## src/hw/cms_defines.vh

```
`ifndef CMS_DEFINES_VH
`define CMS_DEFINES_VH

// ****************************************************************
// Timing
// ****************************************************************
`define CMS_CLK_PERIOD_NS   8
`define CMS_POR_LONG_MS     100
`define CMS_POR_SHORT_MS    12
`define CMS_NS_PER_MS       1000000
`define CMS_POR_LONG_CYC    ((`CMS_POR_LONG_MS * `CMS_NS_PER_MS) / `CMS_CLK_PERIOD_NS)
`define CMS_POR_SHORT_CYC   ((`CMS_POR_SHORT_MS * `CMS_NS_PER_MS) / `CMS_CLK_PERIOD_NS)
`define CMS_CNT_W           24
`define CMS_INIT_CYC        24'h000010

// ****************************************************************
// Load schemes
// ****************************************************************
`define CMS_SCHEME_W        3
`define CMS_SCHEME_FPP      3'h0
`define CMS_SCHEME_SELF_SER 3'h1
`define CMS_SCHEME_HOST_SER 3'h2
`define CMS_SCHEME_ASYNC_PAR 3'h3
`define CMS_SCHEME_TAP      3'h4

// ****************************************************************
// Test port instruction and data path
// ****************************************************************
`define CMS_IR_W            10
`define CMS_IR_RECONFIG     10'h001
`define CMS_DATA_W          8
`define CMS_FIFO_DEPTH      16
`define CMS_FIFO_AW         4
`define CMS_KEY_W           128

`endif

```

## src/hw/cms_fifo.v

```verilog
`timescale 1ns/1ps
`default_nettype none

// ****************************************************************
// Flop-based FIFO between load front end and frame writer
// ****************************************************************
module cms_fifo #(
	parameter WIDTH = 8,
	parameter DEPTH = 16,
	parameter AW    = 4
) (
	input  wire             mclk,
	input  wire             rst_b,
	input  wire             ce,
	input  wire             flush,
	input  wire [WIDTH-1:0] in_data,
	input  wire             in_valid,
	output wire             in_ready,
	output wire [WIDTH-1:0] out_data,
	output wire             out_valid,
	input  wire             out_ready
);
	reg  [WIDTH-1:0] mem_q [0:DEPTH-1];
	reg  [AW-1:0]    wr_q;
	reg  [AW-1:0]    rd_q;
	reg  [AW:0]      cnt_q;
	wire             push;
	wire             pop;

	// Full and empty straight from the count
	assign in_ready  = (cnt_q != DEPTH[AW:0]);
	assign out_valid = (cnt_q != {(AW+1){1'b0}});
	assign out_data  = mem_q[rd_q];
	assign push      = in_valid & in_ready;
	assign pop       = out_valid & out_ready;

	// Pointers and count; flush drops stale data on restart
	always @(posedge mclk or negedge rst_b)
	begin
		if (!rst_b)
		begin
			wr_q  <= {AW{1'b0}};
			rd_q  <= {AW{1'b0}};
			cnt_q <= {(AW+1){1'b0}};
		end
		else if (ce)
		begin
			if (flush)
			begin
				wr_q  <= {AW{1'b0}};
				rd_q  <= {AW{1'b0}};
				cnt_q <= {(AW+1){1'b0}};
			end
			else
			begin
				if (push)
					wr_q <= wr_q + 1'b1;
				if (pop)
					rd_q <= rd_q + 1'b1;
				if (push & ~pop)
					cnt_q <= cnt_q + 1'b1;
				else if (pop & ~push)
					cnt_q <= cnt_q - 1'b1;
			end
		end
	end

	// Storage needs no reset
	always @(posedge mclk)
	begin
		if (ce & push)
			mem_q[wr_q] <= in_data;
	end
endmodule // cms_fifo

`default_nettype wire

```

## src/hw/cms_config_mode_sequencer.v

```verilog
// How it works
// - delay 100 ms if select low, else 12 ms
// - pull-ups off when select high, configuring
// - I/O tri-stated through power-up and configuration
// - after load, init resets registers, enables I/O
// - user mode only after load and init
// - reconfig request reloads, reinitialises, resumes user
// - accept data via any of five schemes
// - expand compressed stream on the fly
// - host writes to virtual location as data
// - decrypt encrypted stream with AES before applying
// - test instruction 001 acts as reconfig pulse
// - chain enable out drives next device in
`timescale 1ns/1ps
`default_nettype none
`include "cms_defines.vh"

module cms_config_mode_sequencer #(
	parameter [`CMS_CNT_W-1:0] POR_LONG_CYC  = `CMS_POR_LONG_CYC,
	parameter [`CMS_CNT_W-1:0] POR_SHORT_CYC = `CMS_POR_SHORT_CYC
) (
	input  wire                     mclk,
	input  wire                     rst_b,
	input  wire                     ce,
	input  wire                     power_on_delay_select,
	input  wire                     pullup_disable_sel,
	input  wire                     reconfig_request_n,
	input  wire                     chain_load_enable_in_n,
	input  wire [`CMS_SCHEME_W-1:0] load_scheme,
	input  wire                     decompress_en,
	input  wire                     decrypt_en,
	input  wire [`CMS_KEY_W-1:0]    aes_key,
	input  wire [`CMS_DATA_W-1:0]   load_data,
	input  wire                     load_strobe,
	input  wire                     load_last,
	input  wire [`CMS_IR_W-1:0]     tap_instr,
	input  wire                     tap_update,
	input  wire                     host_wr,
	input  wire [`CMS_DATA_W-1:0]   host_wdata,
	output wire                     load_ready,
	output reg  [`CMS_DATA_W-1:0]   frame_data,
	output reg                      frame_write,
	output reg                      aes_start,
	output reg  [`CMS_DATA_W-1:0]   aes_byte,
	input  wire                     aes_done,
	input  wire [`CMS_DATA_W-1:0]   aes_plain,
	output reg                      io_hiz_n,
	output reg                      weak_pullup_en,
	output reg                      user_reset,
	output reg                      user_mode,
	output reg                      command_mode,
	output reg                      chain_load_enable_out_n
);
	// ****************************************************************
	// States
	// ****************************************************************
	localparam [4:0] ST_POR  = 5'h01;
	localparam [4:0] ST_WAIT = 5'h02;
	localparam [4:0] ST_LOAD = 5'h04;
	localparam [4:0] ST_INIT = 5'h08;
	localparam [4:0] ST_USER = 5'h10;

	// ****************************************************************
	// Pin synchronisers
	// ****************************************************************
	reg  [1:0] sel_s_q;
	reg  [1:0] pu_s_q;
	reg  [1:0] rq_s_q;
	reg  [1:0] ce_s_q;
	reg        rq_prev_q;

	// Two flops on every pin before use
	always @(posedge mclk or negedge rst_b)
	begin
		if (!rst_b)
		begin
			pu_s_q    <= 2'h0;
			rq_s_q    <= 2'h3;
			ce_s_q    <= 2'h3;
			rq_prev_q <= 1'b1;
		end
		else if (ce)
		begin
			pu_s_q    <= {pu_s_q[0], pullup_disable_sel};
			rq_s_q    <= {rq_s_q[0], reconfig_request_n};
			ce_s_q    <= {ce_s_q[0], chain_load_enable_in_n};
			rq_prev_q <= rq_s_q[1];
		end
	end

	// Select pin keeps tracking in reset, so the one capture sees it settled
	always @(posedge mclk)
	begin
		if (ce)
			sel_s_q <= {sel_s_q[0], power_on_delay_select};
	end

	// Falling request pin or the test instruction starts a reload
	wire tap_reconfig = tap_update & (tap_instr == `CMS_IR_RECONFIG);
	wire reconfig_req = (rq_prev_q & ~rq_s_q[1]) | tap_reconfig;

	// ****************************************************************
	// Sequencer
	// ****************************************************************
	reg  [4:0]            st_q;
	reg  [4:0]            st_d;
	reg  [`CMS_CNT_W-1:0] cnt_q;
	reg  [`CMS_CNT_W-1:0] cnt_d;
	reg  [`CMS_CNT_W-1:0] por_len_q;
	reg                   last_seen_q;
	reg                   aes_busy_q;
	wire                  fifo_empty;

	// Next-state logic; a falling edge of the request pin or the test instruction restarts the load, holding the pin low does not
	always @*
	begin
		st_d  = st_q;
		cnt_d = cnt_q;
		case (st_q)
			ST_POR:
			begin
				// Delay length captured on entry, held for this power cycle
				st_d  = ST_WAIT;
				cnt_d = {`CMS_CNT_W{1'b0}};
			end
			ST_WAIT:
			begin
				if (cnt_q >= por_len_q - 1'b1)
					st_d = ST_LOAD;
				else
					cnt_d = cnt_q + 1'b1;
			end
			ST_LOAD:
			begin
				if (reconfig_req)
					st_d = ST_LOAD;
				else if (last_seen_q & fifo_empty & ~aes_busy_q)
				begin
					st_d  = ST_INIT;
					cnt_d = {`CMS_CNT_W{1'b0}};
				end
			end
			ST_INIT:
			begin
				if (reconfig_req)
					st_d = ST_LOAD;
				else if (cnt_q == `CMS_INIT_CYC)
					st_d = ST_USER;
				else
					cnt_d = cnt_q + 1'b1;
			end
			ST_USER:
			begin
				if (reconfig_req)
					st_d = ST_LOAD;
			end
			default:
				st_d = ST_POR;
		endcase
	end

	// State, counter and one-time capture of the delay select
	always @(posedge mclk or negedge rst_b)
	begin
		if (!rst_b)
		begin
			st_q      <= ST_POR;
			cnt_q     <= {`CMS_CNT_W{1'b0}};
			por_len_q <= POR_LONG_CYC;
		end
		else if (ce)
		begin
			st_q  <= st_d;
			cnt_q <= cnt_d;
			if (st_q == ST_POR)
				por_len_q <= sel_s_q[1] ? POR_SHORT_CYC : POR_LONG_CYC;
		end
	end

	// ****************************************************************
	// Load front end
	// ****************************************************************
	wire                   in_loading = (st_q == ST_LOAD) & ~ce_s_q[1];
	wire                   scheme_ok  = (load_scheme <= `CMS_SCHEME_TAP);
	wire                   host_sel   = (load_scheme == `CMS_SCHEME_HOST_SER) |
	                                    (load_scheme == `CMS_SCHEME_ASYNC_PAR);
	wire [`CMS_DATA_W-1:0] src_data   = (host_sel & host_wr) ? host_wdata : load_data;
	wire                   src_valid  = in_loading & scheme_ok & ~last_seen_q &
	                                    (load_strobe | (host_sel & host_wr));
	wire                   fifo_ready;
	wire [`CMS_DATA_W-1:0] fifo_dout;
	wire                   fifo_valid;
	reg                    fifo_pop;
	reg  [`CMS_DATA_W-1:0] rle_byte_q;
	reg  [`CMS_DATA_W-1:0] rle_cnt_q;
	reg                    rle_hdr_q;

	assign load_ready = in_loading & scheme_ok & fifo_ready & ~last_seen_q;
	assign fifo_empty = ~fifo_valid & (rle_cnt_q == {`CMS_DATA_W{1'b0}});

	// Stream buffer; source stalls on load_ready when full
	cms_fifo #(
		.WIDTH (`CMS_DATA_W),
		.DEPTH (`CMS_FIFO_DEPTH),
		.AW    (`CMS_FIFO_AW)
	) u_fifo (
		.mclk      (mclk),
		.rst_b     (rst_b),
		.ce        (ce),
		.flush     (reconfig_req),
		.in_data   (src_data),
		.in_valid  (src_valid & fifo_ready),
		.in_ready  (fifo_ready),
		.out_data  (fifo_dout),
		.out_valid (fifo_valid),
		.out_ready (fifo_pop)
	);

	// Pop only when the expander and cipher are idle
	always @*
	begin
		fifo_pop = fifo_valid & ~aes_busy_q & (rle_cnt_q == {`CMS_DATA_W{1'b0}});
	end

	// ****************************************************************
	// Frame writer: inline run expansion and cipher hand-off
	// ****************************************************************
	always @(posedge mclk or negedge rst_b)
	begin
		if (!rst_b)
		begin
			last_seen_q <= 1'b0;
			aes_busy_q  <= 1'b0;
			aes_start   <= 1'b0;
			aes_byte    <= {`CMS_DATA_W{1'b0}};
			frame_data  <= {`CMS_DATA_W{1'b0}};
			frame_write <= 1'b0;
			rle_byte_q  <= {`CMS_DATA_W{1'b0}};
			rle_cnt_q   <= {`CMS_DATA_W{1'b0}};
			rle_hdr_q   <= 1'b0;
		end
		else if (ce)
		begin
			frame_write <= 1'b0;
			aes_start   <= 1'b0;
			if (reconfig_req)
			begin
				last_seen_q <= 1'b0;
				aes_busy_q  <= 1'b0;
				rle_cnt_q   <= {`CMS_DATA_W{1'b0}};
				rle_hdr_q   <= 1'b0;
			end
			else
			begin
				if (src_valid & fifo_ready & load_last)
					last_seen_q <= 1'b1;
				if (aes_busy_q & aes_done)
				begin
					// Plain text goes to the array only after decryption
					aes_busy_q  <= 1'b0;
					frame_data  <= aes_plain;
					frame_write <= 1'b1;
				end
				else if (rle_cnt_q != {`CMS_DATA_W{1'b0}})
				begin
					// Runs are replayed byte by byte, no second pass
					rle_cnt_q   <= rle_cnt_q - 1'b1;
					frame_data  <= rle_byte_q;
					frame_write <= 1'b1;
				end
				else if (fifo_pop & decrypt_en)
				begin
					aes_byte   <= fifo_dout;
					aes_start  <= 1'b1;
					aes_busy_q <= 1'b1;
				end
				else if (fifo_pop & decompress_en & ~rle_hdr_q)
				begin
					// Header byte holds the run length
					rle_hdr_q <= 1'b1;
					rle_cnt_q <= {`CMS_DATA_W{1'b0}};
					rle_byte_q <= fifo_dout;
				end
				else if (fifo_pop & decompress_en)
				begin
					rle_hdr_q  <= 1'b0;
					rle_cnt_q  <= rle_byte_q;
					rle_byte_q <= fifo_dout;
				end
				else if (fifo_pop)
				begin
					frame_data  <= fifo_dout;
					frame_write <= 1'b1;
				end
			end
		end
	end

	// ****************************************************************
	// Pin control outputs
	// ****************************************************************
	// Registered so pins never glitch on state decode
	always @(posedge mclk or negedge rst_b)
	begin
		if (!rst_b)
		begin
			io_hiz_n                <= 1'b0;
			weak_pullup_en          <= 1'b0;
			user_reset              <= 1'b1;
			user_mode               <= 1'b0;
			command_mode            <= 1'b1;
			chain_load_enable_out_n <= 1'b1;
		end
		else if (ce)
		begin
			io_hiz_n       <= (st_d == ST_USER) | (st_d == ST_INIT);
			weak_pullup_en <= (st_d != ST_USER) & ~pu_s_q[1];
			user_reset     <= (st_d != ST_USER);
			user_mode      <= (st_d == ST_USER);
			command_mode   <= (st_d != ST_USER);
			chain_load_enable_out_n <= ~((st_q == ST_INIT) | (st_q == ST_USER));
		end
	end
endmodule // cms_config_mode_sequencer

`default_nettype wire

```

## config.mk

```make
export PLATFORM = sky130hd
export DESIGN_NAME = cms_config_mode_sequencer
export DESIGN_NICKNAME = d
export VERILOG_FILES = /design/src/hw/cms_fifo.v /design/src/hw/cms_config_mode_sequencer.v
export VERILOG_INCLUDE_DIRS = /design/src /design/src/hw
export SDC_FILE = /design/constraint.sdc
export NUM_CORES = 1
export LEC_CHECK = 0
export ABC_AREA = 1
export BUFFER_PORTS_ARGS = -buffer_cell sky130_fd_sc_hd__buf_2
export CAP_MARGIN = 10
export CORE_MARGIN = 5
export CORE_UTILIZATION = 50
export CTS_CLUSTER_DIAMETER = 150
export CTS_CLUSTER_SIZE = 28
export DETAILED_ROUTE_END_ITERATION = 8
export GPL_ROUTABILITY_DRIVEN = 0
export PLACE_DENSITY_LB_ADDON = 0.08
export SYNTH_ARGS = -nofsm -noshare
export SYNTH_HDL_FRONTEND = slang
export SYNTH_SLANG_ARGS = --single-unit
```

## constraint.sdc

```tcl
create_clock -name mclk -period 2.7 [get_ports mclk]
set_input_delay 0.135 -clock mclk [delete_from_list [all_inputs] [get_ports mclk]]
set_output_delay 0.135 -clock mclk [all_outputs]
set_load 0.05 [all_outputs]
```

== Yosys cells after proc, flatten, opt, wreduce, memory -nomap -nowiden ==
Memories as Yosys holds them, arrays and structs flattened.
Index checks and enable logic that the tools add are counted.
Cells by class
  $add $sub $neg: 7
  multipliers: 0
  divide/modulo/power cells: 0
  order comparisons: 2
  equality and inequality tests: 26
  shift-type cells: 0
  mux-type cells: 61
  bitwise operators: 45
  reductions and logical operators: 25
Operators by type and width (number)
  two-way mux 24 bit: 6
  two-way mux 8 bit: 15
  case mux 24 bit (4 select lines): 1
  two-way mux 5 bit: 9
  bitwise AND 1 bit: 26
  two-way mux 1 bit: 25
  case mux 5 bit (5 select lines): 1
  adder 24 x 1 -> 24 bit, second input constant: 1
  equality test 24 x 5 -> 1 bit, second input constant: 1
  greater-or-equal comparator 24 bit: 1
  subtractor 24 x 1 -> 24 bit, second input constant: 1
  two-way mux 4 bit: 4
  != test 2 bit, second input constant: 8
  != test 3 bit, second input constant: 5
  NOT 1 bit: 14
  AND reduction 6 bit: 2
  nonzero test 3 bit: 4
  equality test 10 x 1 -> 1 bit, second input constant: 1
  equality test 5 x 4 -> 1 bit, second input constant: 2
  equality test 5 bit, second input constant: 2
  != test 5 bit, second input constant: 2
  AND reduction 2 bit: 5
  AND reduction 5 bit: 2
  adder 4 x 1 -> 4 bit, second input constant: 2
  17 further kinds: 26
Storage, ports and cells
  register bits: 117
  latch bits: 0
  memory bits (writable): 128
  ROM bits: 0
  input port bits: 179
  output and inout port bits: 25
  word-level logic and storage cells: 192
  memories: 1
Memory list
  u_fifo.mem_q: depth 16, width 8, rd ports 1, clocked after Yosys merged registers in 0, wr ports 1, line cms_fifo.v:23  | reg [WIDTH-1:0] mem_q [0:DEPTH-1];

== Depth between registers and ports, before layout ==
Gate-level depths: netlist of run 1.
  depth after elaboration: 12
  gate-level depth with buffers: 15
  gate-level depth less buffers: 14

== Modules after synthesis ==
From an unflattened synthesis of run 1, not the netlist that was laid out.
Second synthesis, totals
  cells, all modules: 1265
  area, all modules: 11337.1 um^2
By module, submodules not included
  cms_fifo: times used 1, cells each 480, area an instance 5952.0 um^2, sequential area each 4169.0 um^2
  cms_config_mode_sequencer: times used 1, cells each 785, area an instance 5385.2 um^2, sequential area each 2073.2 um^2

== Worst setup path before layout of run 1 ==
No wires, ideal clock.
  path kind: register to register
  start point: reg st_q[0]
  end point: reg u_fifo.cnt_q[4]
  setup time: 77 ps
  arrival time: 2358 ps
  slack: 266 ps
  stages on the path, launching flop included: 15
  cell sequence: dfstp_2 nor2_2 nand2_1 nor2_4 nand3_1 clkinv_1 nand3_1 ha_1 a21oi_1 o21ai_0 xor2_1 inv_1 nand2_1 nand2_1 o21ai_1
On the way
  cells in the longest elaborated chain, start to end: 11
Ends and longest elaborated chain
  from (decl): line cms_config_mode_sequencer.v:105  | reg [4:0] st_q;
  from (signal assigned): line cms_config_mode_sequencer.v:173  | st_q <= st_d;
  equality test 5 x 3 -> 1 bit (*): line cms_config_mode_sequencer.v:183  | wire in_loading = (st_q == ST_LOAD) & ~ce_s_q[1];
  bitwise AND 1 bit (*): line cms_config_mode_sequencer.v:183
  bitwise AND 1 bit (*) (3 in series): line cms_config_mode_sequencer.v:188  | wire src_valid = in_loading & scheme_ok & ~last_seen_q &
  bitwise AND 1 bit (*): line cms_config_mode_sequencer.v:212  | .in_valid (src_valid & fifo_ready),
  bitwise AND 1 bit (*): line cms_fifo.v:34  | assign push = in_valid & in_ready;
  NOT 1 bit: line cms_fifo.v:62  | else if (pop & ~push)
  bitwise AND 1 bit: line cms_fifo.v:62
  nonzero test 3 bit (no line)
  AND reduction 2 bit (no line)
  to (signal assigned): line cms_fifo.v:52  | cnt_q <= {(AW+1){1'b0}};
  to (signal assigned): line cms_fifo.v:61  | cnt_q <= cnt_q + 1'b1;
  to (signal assigned): line cms_fifo.v:63  | cnt_q <= cnt_q - 1'b1;
  to (decl): line cms_fifo.v:26  | reg [AW:0] cnt_q;
Every way passes the cells marked *; elsewhere a longest branch is shown, timed or not.
A chain may end at the register's enable or synchronous reset.

== Worst setup path in the final report of run 1 ==
  start point: reg rle_cnt_q[0]
  end point: reg u_fifo.cnt_q[4]
On the way
  cells in the longest elaborated chain, start to end: 7
Ends and longest elaborated chain
  from (decl): line cms_config_mode_sequencer.v:195  | reg [`CMS_DATA_W-1:0] rle_cnt_q;
  from (signal assigned): line cms_config_mode_sequencer.v:239  | rle_cnt_q <= {`CMS_DATA_W{1'b0}};
  from (signal assigned): line cms_config_mode_sequencer.v:250  | rle_cnt_q <= {`CMS_DATA_W{1'b0}};
  from (signal assigned): line cms_config_mode_sequencer.v:267  | rle_cnt_q <= rle_cnt_q - 1'b1;
  logical NOT 8 bit (*): line cms_config_mode_sequencer.v:222  | fifo_pop = fifo_valid & ~aes_busy_q & (rle_cnt_q == {`CMS_DATA_W{1'b0}});
  bitwise AND 1 bit (*): line cms_config_mode_sequencer.v:222
  bitwise AND 1 bit (*): line cms_fifo.v:35  | assign pop = out_valid & out_ready;
  NOT 1 bit: line cms_fifo.v:60  | if (push & ~pop)
  bitwise AND 1 bit: line cms_fifo.v:60
  nonzero test 3 bit (no line) or two-way mux 5 bit (tied branches)
  AND reduction 2 bit (no line) or two-way mux 5 bit (tied branches)
Marks and branches as above.

==> flow_metrics.env, run 1 <==
export IMPL_status="finished clean"
export IMPL_synth_area_per_cell_um2=8.71
export IMPL_peakVddDrop_uv=493
export IMPL_grt_pass1_wl_mm=43.7
export IMPL_die_y_um=160
export IMPL_endpoint_kind="flip-flop"
export IMPL_max_freq_mhz=410
export IMPL_crit_chain="inv_1 -> ha_1 -> nand3_1 -> inv_1 -> nand2_4 -> nor2_8 -> nor2_1 -> fa_1 -> o21ai_0 -> xor2_1 -> inv_1 -> nand2_1 -> nand2_1 -> o21ai_1"
export IMPL_grt_max_degree=73
export IMPL_numCtsBuffers=11
export IMPL_yosys_warnings=0
export IMPL_syn_nets=1494
export IMPL_dr_total_vias=8685
export IMPL_cp_slowest_stage_delay_ps=410
export IMPL_synth_edff_count=130
export IMPL_maxSlewHeadroom_pct=65.0
export IMPL_fill_cells=2027
export IMPL_nets=1590
export IMPL_clockBufferDepth=3
export IMPL_dpl_instance_area_mm2=0.0121
export IMPL_leakagePower_nw=5.38
export IMPL_hold_viol_final=0
export IMPL_syn_to_final_growth_pct=11.3
export IMPL_synth_top_area_cell="edfxtp_1"
export IMPL_synthTopCellsByCount="nand2_1 (373), nor2_1 (210), edfxtp_1 (130), nand3_1 (112), dfrtp_1 (84)"
export IMPL_drc_errors=0
export IMPL_cts_htree_levels=1
export IMPL_synth_area_leaders="edfxtp_1 (35%), dfrtp_1 (19%), nand2_1 (12%)"
export IMPL_grt_pass1_vias=8364
export IMPL_dieArea_mm2=0.0256
export IMPL_antenna_left=0
export IMPL_timing_final_crit_period_ps=2440
export IMPL_finalSetupTns_ps=0
export IMPL_vias_per_cell=5.19
export IMPL_final_area_mm2=0.0125
export IMPL_synth_cell_types=44
export IMPL_ys_seq_area_share_pct=55.5
export IMPL_setup_viol=0
export IMPL_start_util_pct=51.2
export IMPL_ys_flop_type="edfxtp_1"
export IMPL_worst_pin_slew_ps=525
export IMPL_detail_route_iter0_violations=607
export IMPL_synth_top_cell_area_share_pct=34.7
export IMPL_coreArea_mm2=0.0220
export IMPL_drive_gt1_share_pct=14.0
export IMPL_routedWlPerCell_um=15.9
export IMPL_start_kind="flip-flop"
export IMPL_synth_cells=1292
export IMPL_maxCapViolations=0
export IMPL_hpwl_mm=18.4
export IMPL_clkTransAtPathRegs_ps=120
export IMPL_syn_area_mm2=0.0112
export IMPL_port_buffers=75
export IMPL_diodes=0
export IMPL_min_path_type="in2reg"
export IMPL_skew_ps=17.9
export IMPL_async_flop_share_pct=41.7
export IMPL_postCtsSetupBuffers=0
export IMPL_required_ps=3110
export IMPL_yosysMostFrequentCell="nand2_1"
export IMPL_arrival_ps=2850
export IMPL_clock_latency_ps=470
export IMPL_crit_path_frequent_cell="inv_1"
export IMPL_cp_slowest_cell="dfrtp_1"
export IMPL_grt_use_total_pct=20.7
export IMPL_die_w_um=160
export IMPL_overflow=0
export IMPL_power_density_mw_per_mm2=792
export IMPL_antenna_found_initial=0
export IMPL_ios=204
export IMPL_power_w=0.00992
export IMPL_cts_tree="yes"
export IMPL_post_route_util_pct=57.0
export IMPL_rows=54
export IMPL_clock_sinks=223
export IMPL_first_pass_iters=5
export IMPL_maxSlewViolCount=0
export IMPL_worstPathMaxFanout=5
export IMPL_wirelength_mm=26.5
export IMPL_ys_seq_elements=223
export IMPL_rsz0062_at_grt="no"
export IMPL_root_buffer="clkbuf_16"
export IMPL_crit_type="reg2reg"
export IMPL_period_share_pct=90.3
[what timing repair did]
| action | 4_1_cts | 5_1_grt |
|---|---|---|
| hold buffers | 14 | 0 |
| endpoints found under the hold margin | 49 | 0 |
| setup endpoints to repair | 0 | 1 |
| resized for setup | 0 | 3 |
[final timing paths]
path                                           from                     endpoint  slack [ps]  cells after the start
setup / recovery           rle_cnt_q[0]$_DFFE_PN0P_  u_fifo.cnt_q[4]$_DFFE_PN0P_         260                     14
hold / removal                           decrypt_en        rle_hdr_q$_DFFE_PN0P_          50                      3
setup reg to reg           rle_cnt_q[0]$_DFFE_PN0P_  u_fifo.cnt_q[4]$_DFFE_PN0P_         260                     14
hold reg to reg                sel_s_q[0]$_DFFE_PP_         sel_s_q[1]$_DFFE_PP_         430                      0
max in group asynchronous                     rst_b    frame_data[5]$_DFFE_PN0P_        1860                      3
min in group asynchronous                     rst_b    por_len_q[14]$_DFFE_PN0P_         170                      2
[cells in the final DEF, fill, tap and decap left out, types with 2 or more instances in the layout]
master and count:
nand2_1 373, edfxtp_1 130, clkbuf_1 6, nand4_1 7, clkinv_1 3, dfstp_2 9, a21oi_1 44, nand2_2 6
nand2_4 3, nand3_2 3, ha_1 20, xnor2_1 8, inv_1 79, nand3_1 111, nor2_4 4, nor3_1 3
o21ai_0 36, nor2_1 210, nor3b_1 3, xor2_1 11, o21ai_2 9, buf_2 74, inv_2 14, o211ai_1 9
dfrtp_1 83, mux2_2 8, dlygate4sd3_1 14, buf_4 37, clkbuf_16 11, o21a_1 3, o21ai_1 39, nor2_2 6
ha_4 2
[sequential cells by signal, summed over array words and instances, names as in the netlist, 4 cells and up]
| register | cells |
|---|---|
| rle_byte_q | 8 |
| st_q | 5 |
| cnt_q | 24 |
| u_fifo.cnt_q | 5 |
| aes_byte | 8 |
| rle_cnt_q | 8 |
| u_fifo.rd_q | 4 |
| u_fifo.mem_q | 128 |
| frame_data | 8 |
| u_fifo.wr_q | 4 |
[layout make-up]
| type | instances | area [um^2] | area share, % |
|---|---|---|---|
| flip-flops and latches | 223 | 6240 | 49.9 |
| multi-input cells | 929 | 4460 | 35.6 |
| clock buffers | 17 | 298 | 2.38 |
| well taps | 280 | 350 | 2.80 |
| inverters | 97 | 365 | 2.92 |
| repair buffers | 126 | 808 | 6.46 |
[per-stage QoR]
step                      hold slack (ps)  instances  worst slack, ps
after CTS                            30.7       1672              237
after floorplan                      -161       1292              266
after detailed placement              152       1641              268
after global routing                 44.7       1672             52.3
final                                46.0       1672              263
after global placement                148       1641              275
[where the power goes]
group	internal, W	leakage, nW	switching, W	total [W]
Clock	0.000774	0.143	0.00103	0.00180
Sequential	0.00401	2.37	0.000302	0.00431
Combinational	0.00116	2.87	0.00265	0.00381
Total	0.00593	5.38	0.00399	0.00992
[logic make-up (layout without fill, tap and decap cells)]
family	Yosys count	after routing	share of synthesized area [%]
xor gates and xnor gates	19	19	1.48
DFF	223	223	55.5
buffers and inverters	140	240	5.17
and+or+nand+nor	736	736	27.4
adders and majority gates	23	23	2.62
muxes	8	8	0.801
AOI/OAI and AO/OA	143	143	7.03
[metal layers]
metal	up-vias	wire length (um)	track usage, %
met5	-	0	0
met4	0	575	4.61
met3	27	1180	2.68
met2	192	12200	33.7
met1	4059	12600	30.1
li1	4407	-	-
[worst max-delay path, delay by kind of cell, from the launching register on]
kind,cells,cell delay (ps)
fa+ha+maj,2,560
simple gates,6,550
flops,1,410
compound gates,2,350
buf+inv,3,300
xor+xnor,1,200
(Power assumes the default switching activity.)
==> run 2: changes to the inputs <==
--- a/config.mk
+++ b/config.mk
@@ -9,12 +9,15 @@
 export ABC_AREA = 1
 export BUFFER_PORTS_ARGS = -buffer_cell sky130_fd_sc_hd__buf_2
 export CAP_MARGIN = 10
+export CELL_PAD_IN_SITES_DETAIL_PLACEMENT = 1
+export CELL_PAD_IN_SITES_GLOBAL_PLACEMENT = 1
 export CORE_MARGIN = 5
-export CORE_UTILIZATION = 50
+export CORE_UTILIZATION = 42
 export CTS_CLUSTER_DIAMETER = 150
 export CTS_CLUSTER_SIZE = 28
 export DETAILED_ROUTE_END_ITERATION = 8
 export GPL_ROUTABILITY_DRIVEN = 0
+export HOLD_SLACK_MARGIN = 0.1
 export PLACE_DENSITY_LB_ADDON = 0.08
 export SYNTH_ARGS = -nofsm -noshare
 export SYNTH_HDL_FRONTEND = slang
==> run 2 against run 1 <==
Against the previous run: combinational power grew 2%; core utilization shrank 9.6 points; routed wire length grew 16%; register-to-register slack lost 20 ps; via count grew 3.3%; fmax shrank 0.73%; critical endpoint is now u_fifo.mem_q[14][1]$_DFFE_PP_; critical path depth shrank 6; worst setup slack lost 18 ps; final area grew 0.96%; die area grew 18%; clock skew grew 9.4 ps; largest power group unchanged.
==> flow_metrics.env, run 2 (synthesized netlist as in run 1, its figures left out) <==
export IMPL_status="finished clean"
export IMPL_clkTransAtPathRegs_ps=120
export IMPL_worst_pin_slew_ps=769
export IMPL_start_util_pct=42.2
export IMPL_coreArea_mm2=0.0267
export IMPL_skew_ps=27.3
export IMPL_fill_cells=3147
export IMPL_required_ps=2890
export IMPL_root_buffer="clkbuf_16"
export IMPL_power_density_mw_per_mm2=796
export IMPL_antenna_found_initial=0
export IMPL_drive_gt1_share_pct=14.0
export IMPL_cp_slowest_cell="dfrtp_1"
export IMPL_hold_viol_final=0
export IMPL_vias_per_cell=5.17
export IMPL_maxCapViolations=0
export IMPL_antenna_left=0
export IMPL_cts_htree_levels=1
export IMPL_grt_pass1_vias=9320
export IMPL_crit_type="reg2reg"
export IMPL_worstPathMaxFanout=6
export IMPL_nets=1593
export IMPL_ios=204
export IMPL_maxSlewHeadroom_pct=48.7
export IMPL_port_buffers=75
export IMPL_cts_tree="yes"
export IMPL_hpwl_mm=22.0
export IMPL_overflow=0
export IMPL_diodes=0
export IMPL_clockBufferDepth=3
export IMPL_top_register="u_fifo.mem_q"
export IMPL_arrival_ps=2650
export IMPL_dr_total_vias=8969
export IMPL_clock_sinks=223
export IMPL_peakVddDrop_uv=585
export IMPL_min_path_type="in2reg"
export IMPL_wirelength_mm=30.8
export IMPL_period_share_pct=90.9
export IMPL_grt_pass1_wl_mm=50.2
export IMPL_cp_slowest_stage_delay_ps=440
export IMPL_dpl_instance_area_mm2=0.0121
export IMPL_detail_route_iter0_violations=475
export IMPL_mostFrequentLayoutCells="nand2_1 (373), nor2_1 (210), edfxtp_1 (130), nand3_1 (111), dfrtp_1 (83)"
export IMPL_leakagePower_nw=5.41
export IMPL_grt_use_total_pct=20.4
export IMPL_start_kind="flip-flop"
export IMPL_layout_commonest_cell="nand2_1"
export IMPL_grt_max_degree=73
export IMPL_die_w_um=174
export IMPL_timing_final_crit_period_ps=2450
export IMPL_clock_latency_ps=490
export IMPL_layout_cells_non_filler=1736
export IMPL_endpoint_kind="flip-flop"
export IMPL_die_y_um=174
export IMPL_numCtsBuffers=11
export IMPL_rsz0062_at_grt="no"
export IMPL_routedWlPerCell_um=17.8
export IMPL_dieArea_mm2=0.0302
export IMPL_rows=60
export IMPL_setup_viol=0
export IMPL_first_pass_iters=6
export IMPL_finalSetupTns_ps=0
export IMPL_largest_registers="u_fifo.mem_q (128), cnt_q (24)"
export IMPL_postCtsSetupBuffers=0
export IMPL_final_area_mm2=0.0126
export IMPL_place_inst=1702
export IMPL_largest_reg_flops=128
export IMPL_syn_to_final_growth_pct=12.4
export IMPL_drc_errors=0
export IMPL_maxSlewViolCount=0
export IMPL_crit_chain="nor2_2 -> nand2_1 -> nor2_4 -> nand4_2 -> nor2_2 -> nand2_1 -> nor2_1 -> buf_4"
export IMPL_max_freq_mhz=407
export IMPL_hold_ws_ps=108
run 2: cell count changes in the layout (fill, tap and decap cells not counted), sizes merged:
cell,delta
dlygate4sd3,+3
run 2: worst paths after layout:
kind | from | end | slack (ps) | depth (start not counted)
max | st_q[1]$_DFFE_PN0P_ | u_fifo.mem_q[14][1]$_DFFE_PP_ | 250 | 8
min | decompress_en | rle_hdr_q$_DFFE_PN0P_ | 110 | 4
max reg2reg | st_q[1]$_DFFE_PN0P_ | u_fifo.mem_q[14][1]$_DFFE_PP_ | 250 | 8
min reg2reg | sel_s_q[0]$_DFFE_PP_ | sel_s_q[1]$_DFFE_PP_ | 460 | 0
max in group asynchronous | rst_b | u_fifo.rd_q[0]$_DFFE_PN0P_ | 1790 | 3
min in group asynchronous | rst_b | cnt_q[8]$_DFFE_PN0P_ | 180 | 2
run 2: stage by stage:
| step | total power [W] | util (%) | worst slack, ps |
|---|---|---|---|
| floorplan | 0.00717 | - | 266 |
| global placement | 0.00816 | 45.5 | 240 |
| detailed placement | 0.00829 | 45.5 | 220 |
| CTS | 0.0102 | 47.3 | 171 |
| global route | 0.0108 | 47.4 | 25.1 |
| finish | 0.0101 | 47.4 | 245 |
run 2: what timing repair did:
item | in CTS | in global routing
hold buffers | 17 | 0
endpoints found under the hold margin | 59 | 0
resized for setup | 0 | 6
setup endpoints to repair | 0 | 25
run 2: area by class of cell:
cell class / instances / area (um^2) / area share [%]
Clock buffer: 17 / 298 / 2.36
Inverter: 97 / 365 / 2.89
Multi-Input combinational cell: 929 / 4470 / 35.4
Sequential cell: 223 / 6240 / 49.4
Tap cell: 341 / 427 / 3.38
Timing Repair Buffer: 129 / 838 / 6.63
run 2: critical path, delay by kind of cell (launching register included):
family	cells	cell delay, ps
buffers and inverters	1	220
and+or+nand+nor	7	1480
DFF	1	440
run 2: power by group:
group / total, W / internal (W) / switching [W] / leakage (nW)
registers: 0.00435 / 0.00400 / 0.000342 / 2.37
clock network: 0.00184 / 0.000775 / 0.00107 / 0.143
logic: 0.00388 / 0.00115 / 0.00273 / 2.89
total: 0.0101 / 0.00593 / 0.00414 / 5.41
run 2: routing by layer:
layer	vias to the layer above	routed length [um]	GRT usage, %
li1	4418	-	-
met1	4420	14500	28.2
met2	100	15000	35.3
met3	31	718	2.12
met4	0	632	4.12
met5	-	0	0
==> run 3: changes to the inputs <==
--- a/config.mk
+++ b/config.mk
@@ -11,6 +11,7 @@
 export CAP_MARGIN = 10
 export CELL_PAD_IN_SITES_DETAIL_PLACEMENT = 1
 export CELL_PAD_IN_SITES_GLOBAL_PLACEMENT = 1
+export CORE_ASPECT_RATIO = 1.75
 export CORE_MARGIN = 5
 export CORE_UTILIZATION = 42
 export CTS_CLUSTER_DIAMETER = 150
==> run 3 against run 2 <==
Against the previous run: non-clock buffer count increased by 5; worst hold slack gained 21 ps; core utilization rose by 0.30 points; critical path depth rose by 6; clock power hardly changed; global-route usage is 2.0 points higher; die area rose by 0.43%; final area about the same; critical path type unchanged; critical endpoint is now u_fifo.cnt_q[4]$_DFFE_PN0P_.
==> flow_metrics.env, run 3 (synthesized netlist as in run 1, its figures left out) <==
export IMPL_cp_slowest_stage_delay_ps=410
export IMPL_clock_latency_ps=480
export IMPL_grt_pass1_vias=9699
export IMPL_maxSlewViolCount=0
export IMPL_hpwl_mm=25.5
export IMPL_maxSlewHeadroom_pct=57.0
export IMPL_ios=204
export IMPL_multi_input_area_mm2=0.00443
export IMPL_nets=1598
export IMPL_maxCapViolations=0
export IMPL_required_ps=3110
export IMPL_largest_registers="u_fifo.mem_q (128), cnt_q (24)"
export IMPL_port_buffers=75
export IMPL_regArea_mm2=0.00624
export IMPL_vias_per_cell=5.30
export IMPL_first_pass_iters=4
export IMPL_skew_ps=21.5
export IMPL_dieArea_mm2=0.0303
export IMPL_peakVddDrop_uv=514
export IMPL_clock_sinks=223
export IMPL_routedWlPerCell_um=19.6
export IMPL_overflow=0
export IMPL_fill_cells=3174
export IMPL_die_y_um=227
export IMPL_setup_viol=0
export IMPL_clockBufferDepth=3
export IMPL_max_freq_mhz=413
export IMPL_grt_use_total_pct=22.4
export IMPL_mostFrequentLayoutCells="nand2_1 (373), nor2_1 (210), edfxtp_1 (130), nand3_1 (111), dfrtp_1 (83)"
export IMPL_antenna_left=0
export IMPL_worstPathMaxFanout=5
export IMPL_root_buffer="clkbuf_16"
export IMPL_cp_slowest_cell="dfrtp_1"
export IMPL_drive_gt1_share_pct=14.2
export IMPL_timing_final_crit_period_ps=2420
export IMPL_largest_reg_flops=128
export IMPL_crit_chain="inv_1 -> ha_1 -> nand3_1 -> nor2_4 -> nand3_1 -> nand3_2 -> ha_1 -> a21oi_1 -> o21ai_1 -> xor2_1 -> inv_1 -> nand2_1 -> nand2_1 -> o21ai_1"
export IMPL_arrival_ps=2830
export IMPL_numCtsBuffers=11
export IMPL_coreArea_mm2=0.0265
export IMPL_diodes=0
export IMPL_layout_cells_non_filler=1724
export IMPL_min_path_type="in2reg"
export IMPL_worst_pin_slew_ps=644
export IMPL_top_register="u_fifo.mem_q"
export IMPL_syn_to_final_growth_pct=12.4
export IMPL_crit_type="reg2reg"
export IMPL_die_w_um=134
export IMPL_rows=79
export IMPL_hold_viol_final=0
export IMPL_cts_htree_levels=1
export IMPL_start_kind="flip-flop"
export IMPL_antenna_found_initial=1
export IMPL_wirelength_mm=33.9
export IMPL_grt_pass1_wl_mm=52.9
export IMPL_rsz0062_at_grt="no"
export IMPL_status="finished clean"
export IMPL_endpoint_kind="flip-flop"
export IMPL_period_share_pct=89.8
export IMPL_power_density_mw_per_mm2=804
export IMPL_grt_max_degree=52
export IMPL_place_inst=1690
export IMPL_leakagePower_nw=5.43
export IMPL_drc_errors=0
export IMPL_dr_total_vias=9132
export IMPL_clkTransAtPathRegs_ps=110
export IMPL_start_util_pct=42.5
export IMPL_layout_commonest_cell="nand2_1"
export IMPL_detail_route_iter0_violations=373
export IMPL_finalSetupTns_ps=0
export IMPL_cts_tree="yes"
==> run 3: changes by cell type in the layout (fill, tap and decap cells not counted) <==
cell / before / now
buf_12: 1 / 2
bufinv_8: 0 / 1
ha_1: 20 / 22
buf_4: 37 / 41
clkbuf_1: 6 / 5
nand2_8: 1 / 0
nand2_2: 5 / 6
ha_4: 2 / 0
==> run 3: layer usage <==
| metal | track usage [%] | wire length, um | share of wire [%] | up-vias |
|---|---|---|---|---|
| li1 | - | - | - | 4425 |
| met5 | 0 | 20 | 0.059 | - |
| met2 | 47.7 | 20200 | 60 | 117 |
| met1 | 22.5 | 12100 | 36 | 4537 |
| met4 | 6.68 | 985 | 2.9 | 2 |
| met3 | 1.60 | 577 | 1.7 | 51 |
==> run 3: timing repair <==
item,4_1_cts,5_1_grt
resized for setup,0,2
hold buffers,17,0
hold endpoints to repair,61,0
setup endpoints to repair,0,1
buffers inserted,0,0
==> run 3: power breakdown <==
| part | total [W] | internal, W | switching, W |
|---|---|---|---|
| clock network | 0.00186 | 0.000819 | 0.00104 |
| logic | 0.00392 | 0.00115 | 0.00277 |
| registers | 0.00438 | 0.00400 | 0.000374 |
==> run 3: worst max-delay path, delay by kind of cell (launching register included) <==
| family | cells | cell delay [ps] |
|---|---|---|
| simple gates | 6 | 770 |
| buf+inv | 2 | 190 |
| compound gates | 3 | 370 |
| flops | 1 | 410 |
| xor+xnor | 1 | 170 |
| fa+ha+maj | 2 | 440 |
==> run 3: cell type report <==
type	instances	area share, %
multi-input combinational	929	35.0
sequential	223	49.4
inverter	97	2.89
clock inverter	1	0.139
timing repair buffer	134	7.03
clock buffer	16	2.33
tap	324	3.21
==> run 3: stage by stage <==
step | setup WS (ps) | hold WS [ps] | area (um^2) | power (W) | util, %
3_3_place_gp | 165 | 203 | 12200 | 0.00831 | 45.9
4_1_cts | 95.9 | 115 | 12600 | 0.0103 | 47.7
2_1_floorplan | 266 | -161 | 11200 | 0.00717 | -
3_5_place_dp | 142 | 206 | 12200 | 0.00842 | 45.9
5_1_grt | 25.1 | 138 | 12600 | 0.0109 | 47.7
6_report | 277 | 129 | 12600 | 0.0102 | 47.7
==> run 3: worst paths after layout <==
check	slack (ps)	end	cells past startpoint	startpoint
setup / recovery	280	u_fifo.cnt_q[4]$_DFFE_PN0P_	14	rle_cnt_q[0]$_DFFE_PN0P_
hold / removal	130	rle_hdr_q$_DFFE_PN0P_	4	decompress_en
setup reg to reg	280	u_fifo.cnt_q[4]$_DFFE_PN0P_	14	rle_cnt_q[0]$_DFFE_PN0P_
hold reg to reg	440	sel_s_q[1]$_DFFE_PP_	0	sel_s_q[0]$_DFFE_PP_
max in group asynchronous	1790	cnt_q[15]$_DFFE_PN0P_	3	rst_b
min in group asynchronous	230	io_hiz_n$_DFFE_PN0P_	2	rst_b
